$ cat src/rsd_consts.vh
// Timing counts, thresholds and screen codes for the reed switch display controller
`ifndef RSD_CONSTS_VH
`define RSD_CONSTS_VH
`define RSD_CLK_MHZ 200
`define RSD_SESSION_S 20
`define RSD_SWINFO_S 3
`define RSD_HOLD_S 3
`define RSD_RESULT_S 300
`define RSD_ROTATE_S 2
`define RSD_DEBOUNCE_US 10000
`define RSD_SEG_NUM 4'h8
`define RSD_SOC_FULL 7'h5A
`define RSD_SOC_TWO 7'h28
`define RSD_SOC_ONE 7'h0A
`define RSD_SOC_RED 7'h05
`define RSD_SCR_OFF 4'h0
`define RSD_SCR_SWINFO 4'h1
`define RSD_SCR_STATUS 4'h2
`define RSD_SCR_HOLD 4'h3
`define RSD_SCR_TRANSPORT 4'h4
`define RSD_SCR_LINKSET 4'h5
`define RSD_SCR_CONNECT 4'h6
`define RSD_SCR_SYNC 4'h7
`define RSD_SCR_WAIT 4'h8
`define RSD_SCR_SETUP 4'h9
`define RSD_SCR_RESULT 4'hA
`define RSD_SCR_ERROR 4'hB
`define RSD_SCR_MODBAT 4'hC
`define RSD_SCR_LOGBAT 4'hD
`define RSD_ERR_NONE 6'h00
`define RSD_ERR_CONN 6'h02
`define RSD_ERR_MEAS 6'h03
`define RSD_ERR_BUFBAT 6'h0E
`define RSD_ERR_LINE 6'h1F
`define RSD_BAT_EMPTY 2'h0
`define RSD_BAT_THIRD 2'h1
`define RSD_BAT_TWO 2'h2
`define RSD_BAT_FULL 2'h3
`endif

$ cat src/rsd_top.v
// Reed switch timing, display session sequencing and screen selection
//
// Operation
// Brief press shows display for 20 s
// Three second hold enters setup mode
// Display turns on when switch closes
// Progress ring fills; setup when ring full
// Session: 3 s software info, then status
// Activation module insertion starts a session
// Battery icon level from charge percentage
// Below 5 percent icon drawn red
// Rotate fill level through coupled modules
// Module details follow displayed module
// One dot per module, hidden if single
// Setup shows signal level and countdown
// Setup results shown for five minutes
// Error codes for connection, measurement failure
// Error code for low buffer battery
// Error code for broken sensor line
// Distinct screen per operating state
// Battery replacement screens, module and logger
// Debounce switch; early release no setup
`timescale 1ns/1ps
`include "rsd_consts.vh"
module rsd_top #(
	// Counts are 40 bits: 32-bit math overflows the five-minute result window
	parameter [39:0] SESSION_CYC =
		40'h00_000F_4240 * `RSD_SESSION_S * `RSD_CLK_MHZ,
	parameter [39:0] SWINFO_CYC =
		40'h00_000F_4240 * `RSD_SWINFO_S * `RSD_CLK_MHZ,
	parameter [39:0] HOLD_CYC =
		40'h00_000F_4240 * `RSD_HOLD_S * `RSD_CLK_MHZ,
	parameter [39:0] RESULT_CYC =
		40'h00_000F_4240 * `RSD_RESULT_S * `RSD_CLK_MHZ,
	parameter [39:0] ROTATE_CYC =
		40'h00_000F_4240 * `RSD_ROTATE_S * `RSD_CLK_MHZ,
	parameter [39:0] DEBOUNCE_CYC =
		40'h00_0000_0001 * `RSD_DEBOUNCE_US * `RSD_CLK_MHZ
)
(
	// Clock, reset, enable
	input wire i_clk_sys,
	input wire i_rst_n,
	input wire i_ce,
	// User and device events
	input wire i_reed_closed,
	input wire i_act_inserted,
	// Operating state
	input wire i_transport,
	input wire i_linkset,
	input wire i_connecting,
	input wire i_syncing,
	input wire i_conn_wait,
	input wire i_setup_done,
	input wire [3:0] i_sig_level,
	input wire [11:0] i_setup_left_s,
	// Faults and batteries
	input wire i_err_conn,
	input wire i_err_meas,
	input wire i_err_bufbat,
	input wire i_err_line,
	input wire i_logbat_replace,
	input wire [3:0] i_modbat_replace,
	input wire [6:0] i_soc_pct,
	// Coupled modules, one bit each
	input wire [3:0] i_mod_coupled,
	// Display outputs
	output reg o_disp_on,
	output reg [3:0] o_screen,
	output reg [3:0] o_ring_green,
	output reg o_setup_start,
	output reg o_setup_active,
	output reg [1:0] o_bat_level,
	output reg o_bat_red,
	output reg [1:0] o_mod_sel,
	output reg [3:0] o_dots_show,
	output reg [3:0] o_sig_level,
	output reg [11:0] o_countdown_s,
	output reg [5:0] o_err_code
);

	localparam ST_IDLE = 2'h0;
	localparam ST_HOLD = 2'h1;
	localparam ST_SESS = 2'h2;
	localparam ST_SETUP = 2'h3;

	// Battery icon level; used only by the registered o_bat_level output
	function [1:0] bat_lvl;
		input [6:0] soc;
		begin
			if (soc >= `RSD_SOC_FULL)
				bat_lvl = `RSD_BAT_FULL;
			else if (soc >= `RSD_SOC_TWO)
				bat_lvl = `RSD_BAT_TWO;
			else if (soc >= `RSD_SOC_ONE)
				bat_lvl = `RSD_BAT_THIRD;
			else
				bat_lvl = `RSD_BAT_EMPTY;
		end
	endfunction

	// Next coupled module after cur, wrapping; stays put if none other
	function [1:0] next_mod;
		input [1:0] cur;
		input [3:0] msk;
		reg [1:0] k;
		reg [1:0] c;
		reg found;
		integer i;
		begin
			next_mod = cur;
			found = 1'b0;
			for (i = 1; i < 4; i = i + 1)
			begin
				k = i[1:0];
				c = cur + k;
				if (!found && msk[c])
				begin
					next_mod = c;
					found = 1'b1;
				end
			end
		end
	endfunction

	reg [1:0] state_r;
	reg [31:0] db_cnt_r;
	reg reed_db_r;
	reg [31:0] hold_cnt_r;
	reg [31:0] sess_cnt_r;
	// Five minutes of cycles needs 36 bits
	reg [39:0] res_cnt_r;
	reg [31:0] rot_cnt_r;
	reg result_r;
	reg act_prev_r;
	reg [3:0] screen_nxt;
	reg [5:0] err_nxt;

	wire act_rise = i_act_inserted & ~act_prev_r;
	wire [2:0] mod_count = {2'b00, i_mod_coupled[0]} +
		{2'b00, i_mod_coupled[1]} + {2'b00, i_mod_coupled[2]} +
		{2'b00, i_mod_coupled[3]};
	// Quotient stays below the segment count while holding
	wire [39:0] ring_q = hold_cnt_r / (HOLD_CYC / `RSD_SEG_NUM);

	// Debounce: accept a new level only after it holds steady
	always @(posedge i_clk_sys or negedge i_rst_n)
	begin
		if (!i_rst_n)
		begin
			db_cnt_r <= 32'h0000_0000;
			reed_db_r <= 1'b0;
			act_prev_r <= 1'b0;
		end
		else if (i_ce)
		begin
			act_prev_r <= i_act_inserted;
			if (i_reed_closed == reed_db_r)
				db_cnt_r <= 32'h0000_0000;
			else if (db_cnt_r >= DEBOUNCE_CYC - 1)
			begin
				reed_db_r <= i_reed_closed;
				db_cnt_r <= 32'h0000_0000;
			end
			else
				db_cnt_r <= db_cnt_r + 32'h0000_0001;
		end
	end

	// Main sequencer: hold timing, session and setup
	always @(posedge i_clk_sys or negedge i_rst_n)
	begin
		if (!i_rst_n)
		begin
			state_r <= ST_IDLE;
			hold_cnt_r <= 32'h0000_0000;
			sess_cnt_r <= 32'h0000_0000;
			res_cnt_r <= 40'h00_0000_0000;
			result_r <= 1'b0;
			o_setup_start <= 1'b0;
			o_setup_active <= 1'b0;
			o_ring_green <= 4'h0;
		end
		else if (i_ce)
		begin
			o_setup_start <= 1'b0;
			// Result screen runs its own 5 minute window
			if (result_r)
			begin
				if (res_cnt_r >= RESULT_CYC - 1)
					result_r <= 1'b0;
				else
					res_cnt_r <= res_cnt_r + 40'h00_0000_0001;
			end
			case (state_r)
				ST_IDLE, ST_SESS:
				begin
					if (reed_db_r)
					begin
						state_r <= ST_HOLD;
						hold_cnt_r <= 32'h0000_0000;
						o_ring_green <= 4'h0;
					end
					else if (act_rise)
					begin
						state_r <= ST_SESS;
						sess_cnt_r <= 32'h0000_0000;
					end
					else if (state_r == ST_SESS)
					begin
						if (sess_cnt_r >= SESSION_CYC - 1)
							state_r <= ST_IDLE;
						else
							sess_cnt_r <= sess_cnt_r + 32'h0000_0001;
					end
				end
				ST_HOLD:
				begin
					// Ring segments proportional to hold time
					o_ring_green <= ring_q[3:0];
					if (!reed_db_r)
					begin
						// Early release: plain session only
						state_r <= ST_SESS;
						sess_cnt_r <= 32'h0000_0000;
					end
					else if (hold_cnt_r >= HOLD_CYC - 1)
					begin
						state_r <= ST_SETUP;
						o_ring_green <= `RSD_SEG_NUM;
						o_setup_start <= 1'b1;
						o_setup_active <= 1'b1;
					end
					else
						hold_cnt_r <= hold_cnt_r + 32'h0000_0001;
				end
				ST_SETUP:
				begin
					if (i_setup_done)
					begin
						o_setup_active <= 1'b0;
						result_r <= 1'b1;
						res_cnt_r <= 40'h00_0000_0000;
						state_r <= ST_IDLE;
					end
				end
				default:
					state_r <= ST_IDLE;
			endcase
		end
	end

	// Module rotation; restarts when the shown module is decoupled, via mask check
	always @(posedge i_clk_sys or negedge i_rst_n)
	begin
		if (!i_rst_n)
		begin
			rot_cnt_r <= 32'h0000_0000;
			o_mod_sel <= 2'h0;
			o_dots_show <= 4'h0;
		end
		else if (i_ce)
		begin
			if (!i_mod_coupled[o_mod_sel] ||
				rot_cnt_r >= ROTATE_CYC - 1)
			begin
				o_mod_sel <= next_mod(o_mod_sel, i_mod_coupled);
				rot_cnt_r <= 32'h0000_0000;
			end
			else
				rot_cnt_r <= rot_cnt_r + 32'h0000_0001;
			// Dots only make sense with two or more modules
			o_dots_show <= (mod_count > 3'd1) ?
				i_mod_coupled : 4'h0;
		end
	end

	// Error code priority: newest-impact faults first
	always @*
	begin
		err_nxt = `RSD_ERR_NONE;
		if (i_err_line)
			err_nxt = `RSD_ERR_LINE;
		else if (i_err_bufbat)
			err_nxt = `RSD_ERR_BUFBAT;
		else if (i_err_meas)
			err_nxt = `RSD_ERR_MEAS;
		else if (i_err_conn)
			err_nxt = `RSD_ERR_CONN;
	end

	// Screen selection; hold and setup override session content
	always @*
	begin
		screen_nxt = `RSD_SCR_OFF;
		if (state_r == ST_HOLD)
			screen_nxt = `RSD_SCR_HOLD;
		else if (state_r == ST_SETUP)
			screen_nxt = `RSD_SCR_SETUP;
		else if (result_r)
			screen_nxt = `RSD_SCR_RESULT;
		else if (state_r == ST_SESS)
		begin
			if (sess_cnt_r < SWINFO_CYC)
				screen_nxt = `RSD_SCR_SWINFO;
			else if (i_transport && !i_act_inserted)
				screen_nxt = `RSD_SCR_TRANSPORT;
			else if (i_linkset)
				screen_nxt = `RSD_SCR_LINKSET;
			else if (i_connecting)
				screen_nxt = `RSD_SCR_CONNECT;
			else if (i_syncing)
				screen_nxt = `RSD_SCR_SYNC;
			else if (i_conn_wait)
				screen_nxt = `RSD_SCR_WAIT;
			else if (err_nxt != `RSD_ERR_NONE)
				screen_nxt = `RSD_SCR_ERROR;
			else if (i_logbat_replace)
				screen_nxt = `RSD_SCR_LOGBAT;
			else if (i_modbat_replace[o_mod_sel])
				screen_nxt = `RSD_SCR_MODBAT;
			else
				screen_nxt = `RSD_SCR_STATUS;
		end
	end

	// Registered display outputs
	always @(posedge i_clk_sys or negedge i_rst_n)
	begin
		if (!i_rst_n)
		begin
			o_disp_on <= 1'b0;
			o_screen <= `RSD_SCR_OFF;
			o_bat_level <= `RSD_BAT_EMPTY;
			o_bat_red <= 1'b0;
			o_sig_level <= 4'h0;
			o_countdown_s <= 12'h000;
			o_err_code <= `RSD_ERR_NONE;
		end
		else if (i_ce)
		begin
			o_screen <= screen_nxt;
			o_disp_on <= (screen_nxt != `RSD_SCR_OFF);
			o_bat_level <= bat_lvl(i_soc_pct);
			o_bat_red <= (i_soc_pct < `RSD_SOC_RED);
			o_sig_level <= i_sig_level;
			o_countdown_s <= i_setup_left_s;
			o_err_code <= err_nxt;
		end
	end
endmodule

$ cat config.mk
export PLATFORM = sky130hd
export DESIGN_NAME = rsd_top
export DESIGN_NICKNAME = d
export VERILOG_FILES = /design/src/rsd_top.v
export VERILOG_INCLUDE_DIRS = /design/src /design/src/src
export SDC_FILE = /design/constraint.sdc
export NUM_CORES = 1
export LEC_CHECK = 0
export BUFFER_PORTS_ARGS = -buffer_cell sky130_fd_sc_hd__buf_2
export CORE_ASPECT_RATIO = 1.4
export CORE_UTILIZATION = 67
export DETAILED_ROUTE_END_ITERATION = 8
export MAX_ROUTING_LAYER = met4
export PLACE_DENSITY = 0.91
export SYNTH_ARGS = -nofsm -noshare
export SYNTH_HDL_FRONTEND = slang
export SYNTH_SLANG_ARGS = --single-unit
$ cat constraint.sdc
create_clock -name i_clk_sys -period 20.2 [get_ports i_clk_sys]
set_clock_uncertainty 0.15 [all_clocks]
set_input_delay 3.03 -clock i_clk_sys [delete_from_list [all_inputs] [get_ports i_clk_sys]]
set_output_delay 3.03 -clock i_clk_sys [all_outputs]
set_load 0.02 [all_outputs]
# Word level (Yosys, flattened, before mapping)
# Cells that the tools add are included.
# classes
addsub,11
n_div,1
n_lt_le_gt_ge,15
n_eq_ne,16
muxes,80
bitwise,3
reduce_logical,22
# ops
operator,n
two-way mux 32 bit,11
two-way mux 40 bit,4
"adder 32 x 1 -> 32 bit, second input constant",4
one-hot mux 32 bit (2 select lines),2
two-way mux 4 bit,18
"adder 40 x 1 -> 40 bit, second input constant",1
"divider 32 x 27 -> 40 bit, second input constant",1
">= comparator 40 x 36 -> 1 bit, second input constant",1
">= comparator 32 x 21 -> 1 bit, second input constant",1
">= comparator 32 x 29 -> 1 bit, second input constant",1
">= comparator 32 x 30 -> 1 bit, second input constant",1
">= comparator 32 bit, second input constant",1
"less-than comparator 32 x 30 -> 1 bit, second input constant",1
two-way mux 2 bit,14
two-way mux 1 bit,22
AND reduction 5 bit,3
"!= test 2 bit, second input constant",7
"less-than comparator 2 x 3 -> 1 bit, second input constant",4
binary-select mux 1 bit (select 2 bit),5
"!= test 3 bit, second input constant",3
AND reduction 3 bit,3
"!= test 4 bit, second input constant",2
one-hot mux 4 bit (2 select lines),1
">= comparator 7 x 4 -> 1 bit, second input constant",1
other kinds (27),36
# totals
regBits,215
in_bits,47
output_inout_bits,42
word_cells,169

# Depth between registers and ports, before layout
# logic_depth
ltp_word,17
ltp_mapped,31
depth_no_buf,25

# Worst setup path after synthesis
# OpenSTA, ideal clock, no wires.
# synth_path
path_type,register -> register
from,reg hold_cnt_r[6]
to,reg o_ring_green[0]
setup_ns,0.135
t_arrival_ns,6.551
required_ns,19.915
setup_slack_ns,13.364
stages_incl_launch_ff,26
path_buffers,2
synth_period_minus_slack_ns,6.836
path_cell_list,dfrtp_1 buf_6 or4_4 nor4_4 a31oi_2 o41ai_4 o2bb2ai_2 buf_4 o21ai_2 a41oi_1 o31a_1 or2_1 o21a_1 a311oi_2 xor2_2 o31ai_4 o21ai_1 a21oi_1 nor2_1 or4b_1 nor2_1 a31oi_4 a21oi_2 mux2_4 nor4_2 o211ai_1
# synth_between
elab_chain_len,4
elab_cells_between_ends,5
cone_classes,div (1); order compare (1); mux (3)
# synth_rtl
item,line_no,text
from (decl),rsd_top.v:129,reg [31:0] hold_cnt_r;
from (signal assigned),rsd_top.v:235,hold_cnt_r <= hold_cnt_r + 32'h0000_0001;
divider 32 x 27 -> 40 bit / >= comparator 32 x 30 -> 1 bit (equally long branches),"rsd_top.v:144, rsd_top.v:227",
two-way mux 4 bit,rsd_top.v:227,else if (hold_cnt_r >= HOLD_CYC - 1)
two-way mux 4 bit (*),rsd_top.v:221,if (!reed_db_r)
one-hot mux 4 bit (2 select lines) (*),rsd_top.v:195,case (state_r)
to (signal assigned),rsd_top.v:220,o_ring_green <= ring_q[3:0];
to (signal assigned),rsd_top.v:230,o_ring_green <= `RSD_SEG_NUM;
to (decl),rsd_top.v:70,"output reg [3:0] o_ring_green,"
# Every way passes the cells marked *; elsewhere a longest branch is shown, timed or not.
# A chain may end at the register's enable or synchronous reset.

# Worst setup path in the final report
# layout_path
from,reg hold_cnt_r[12]
to,reg o_ring_green[0]
# Same word-level chain as after synthesis.

==> flow_summary.yaml <==
timing:
  fmax_ghz: 0.109
  post-route-worst-setup-slack_ps: 11000
  max_slew_headroom_at_the_worst_pin: 0.283
  rsz_0062_raised_after_global_routing: "false"
  hold_viol: 0
  period_utilization_post_route: 0.455
  finalHoldWorstSlack_ps: 344
  setup-violations-final: 0
  final.min_clock_period_ps: 9200
  totalNegativeSetupSlack_ps: 0
  worstMarginPinSlew_ps: 1070
  timing_max_transition_violations_final: 0
detailed_routing:
  routed-wl-met2_um: 19200
  wl_met1_um: 14300
  route.antenna.remaining_nets: 0
  detailroute.via_count: 13551
  avgRoutedWirePerCell_um: 18.0
  drc_errors: 0
  via_per_inst: 6.52
  detailroute.wirelength.met3_um: 2000
  drt-total-wl_um: 37400
  highest-signal-layer: "met4"
  drt-initial-drc-count: 1314
  drt_pass1_iterations: 6
cells_and_area:
  finalInstanceArea_um2: 15900
  filler_cell_count: 1532
  inserted_diodes: 0
  final_common_cell: "nor2_1"
  area_delta_synth_final_pct: 8.54
  layout-drive-gt1-share: 0.125
  final_net_count: 1826
  postLayoutCoreUtil: 0.746
  most-common-layout-cells: "nor2_1 (234), dfrtp_1 (213), nand2_1 (158)"
worst_setup_path:
  cpMaxStageDelayCell: "a2bb2oi_2"
  worstSetupStartpointType: "register"
  reg2reg_slack_ps: 11000
  crit_required_ps: 20420
  path_cells: "a211oi_4 -> a22o_4 -> a2bb2oi_2 -> mux2i_1 -> nor4_1 -> a211o_1 -> nand2_2 -> o311ai_1 -> o21ai_0 -> o21a_1 -> a31oi_4 -> mux2i_1 -> o31ai_4 -> o21a_1 -> o21a_1 -> a31o_1 -> and3_1 -> a21oi_1 -> a41oi_1 -> a21oi_2 -> mux2_4 -> nor4_2 -> o211ai_1"
  worstSetupEndpointType: "register"
  crit_top_cell: "o21a_1"
  critical_path_peak_fanout: 23
  worstPathBufferInverterCount: 0
  crit_family: "compound AO/OA/AOI/OAI gates"
  worst-setup-path-type: "register to register"
  critical_path.max_stage_delay_ps: 750
  critical_path_arrival_ps: 9420
clock_network:
  cts.sinks: 213
  number_of_buffers_inserted_for_hold_repair_after_clock_tree_synthesis: 0
  clk_pin_slew_worst_paths_ps: 60
  worst_skew_pair.late_latency_ps: 510
  postCtsSetupBuffers: 0
  htreeDepth: 1
  clock_tree.root_cell: "clkbuf_16"
  clock_tree_from_tritoncts: "built"
  ctsResizeCount: 0
  numCtsBuffers: 22
  clock_tree.buffer_depth: 3
yosys:
  seq_area_frac_synth: 0.363
  syn_nets: 1791
  synthFlopType: "dfrtp_1"
  post_syn_area_um2: 14700
  ys_seq_elements: 213
  synth.lib_cells_used.distinct: 111
  synth-edff-count: 0
  syn_area_per_cell_um2: 8.46
  synth-warning-count: 0
  gate_count_post_synth: 1737
  synthArstFlopShare: 1.00
die:
  floorplan.io_pins: 89
  floorplan.die_area_um2: 22500
  num_rows: 63
  effective_utilization_at_floorplan: 0.688
  coreArea_um2: 21400
  die_w_um: 127
  die_h_um: 177
pwr:
  internal_power_uw: 764
  seq_power_share: 0.435
  power_switching_share: 0.312
  cell_leakage_power_uw: 0.00681
  worst_ir_drop_vdd_mv: 0.0920
  power_frac_clock: 0.371
  p_comb_frac: 0.194
  power_density_nw_per_um2: 69.6
  power.net_switching_uw: 346
grt:
  grt_max_degree: 128
  grt_overflow_total: 0
  grt_util_all_layers: 0.347
  grt_first_pass_wirelength_um: 62000
  initial_antenna_violation_count: 0
  vias_in_the_first_global_route: 13284
run_status:
  outcome: "completed"
place:
  buffer_ports.inserted: 87
  routabilityCongestion: 0.997
  place_area_um2: 15200
  detailed_place_hpwl_um: 26200
  dpl_worst_slack_ps: 11250
flow_run:
  cap_violations: 0
hold_path:
  worstHoldPathType: "register to register"
cell families (layout without fill, tap and decap cells):
group / Yosys count / in the layout / share of synthesized area
other: 1 / 1 / 0.000255
DFF: 213 / 213 / 0.363
muxes: 46 / 46 / 0.0366
AOI/OAI and AO/OA: 410 / 410 / 0.195
adders and majority gates: 8 / 8 / 0.00716
buffers and inverters: 129 / 179 / 0.0371
xor gates and xnor gates: 162 / 162 / 0.0997
and+or+nand+nor: 768 / 768 / 0.262
tightest hold or removal path, delay by kind of cell (launching register included):
| family | cells | cell delay, ps |
|---|---|---|
| AOI/OAI and AO/OA | 1 | 70 |
| and+or+nand+nor | 1 | 50 |
| DFF | 1 | 340 |
path summary, 6_finish.rpt:
kind | start | end | cells after the start
setup reg to reg | hold_cnt_r[12]$_DFFE_PN0P_ | o_ring_green[0]$_DFFE_PN0P_ | 23
setup / recovery | hold_cnt_r[12]$_DFFE_PN0P_ | o_ring_green[0]$_DFFE_PN0P_ | 23
hold / removal | o_screen[2]$_DFFE_PN0P_ | o_screen[2]$_DFFE_PN0P_ | 2
min in group asynchronous | i_rst_n | hold_cnt_r[27]$_DFFE_PN0P_ | 1
max in group asynchronous | i_rst_n | o_ring_green[1]$_DFFE_PN0P_ | 2
hold reg to reg | o_screen[2]$_DFFE_PN0P_ | o_screen[2]$_DFFE_PN0P_ | 2
routing by layer:
layer | vias to the layer above | track usage
li1 | 6342 | -
met4 | 0 | 0.189
met3 | 165 | 0.0387
met5 | - | -
met2 | 573 | 0.606
met1 | 6471 | 0.387
sequential cells by signal, summed over array words and instances, names as in the netlist, 4 cells and up:
name / cells
o_countdown_s: 12
sess_cnt_r: 32
hold_cnt_r: 32
o_dots_show: 4
rot_cnt_r: 32
o_sig_level: 4
res_cnt_r: 40
db_cnt_r: 32
o_err_code: 4
o_ring_green: 4
o_screen: 4
power groups by stage:
stage | logic (uW) | clock network [uW] | registers [uW]
global placement | 201 | 0 | 486
global route | 235 | 435 | 486
floorplan | 139 | 0 | 489
finish | 216 | 412 | 483
detailed placement | 210 | 0 | 488
CTS | 213 | 417 | 481
layout make-up:
cell class	count	area (um^2)	share of cell area
timing repair buffer	100	546	0.0342
clock inverter	13	134	0.00840
sequential	213	5330	0.334
tap	292	365	0.0229
clock buffer	26	597	0.0374
multi-input combinational	1395	8820	0.553
inverter	40	150	0.00942
synthesized netlist by cell type (all sizes together), types with 29 or more instances:
| cell | instances | share of area |
|---|---|---|
| nand4 | 46 | 0.020 |
| mux2 | 29 | 0.022 |
| and3 | 46 | 0.020 |
| nand3 | 81 | 0.028 |
| xor2 | 91 | 0.056 |
| nand2 | 160 | 0.041 |
| nor2 | 235 | 0.060 |
| dfrtp | 213 | 0.36 |
| buf | 33 | 0.013 |
| inv | 40 | 0.010 |
| o21ai | 141 | 0.049 |
| clkbuf | 56 | 0.014 |
| xnor2 | 71 | 0.044 |
| a21oi | 86 | 0.030 |
| nor3 | 41 | 0.014 |
per-stage QoR:
step / total power (uW) / std cells
after floorplan: 628 / 1737
after global placement: 687 / 2040
after detailed placement: 698 / 2040
after CTS: 1110 / 2079
after global routing: 1160 / 2079
final: 1110 / 2079
No activity file was read; power rests on OpenSTA's default activity.
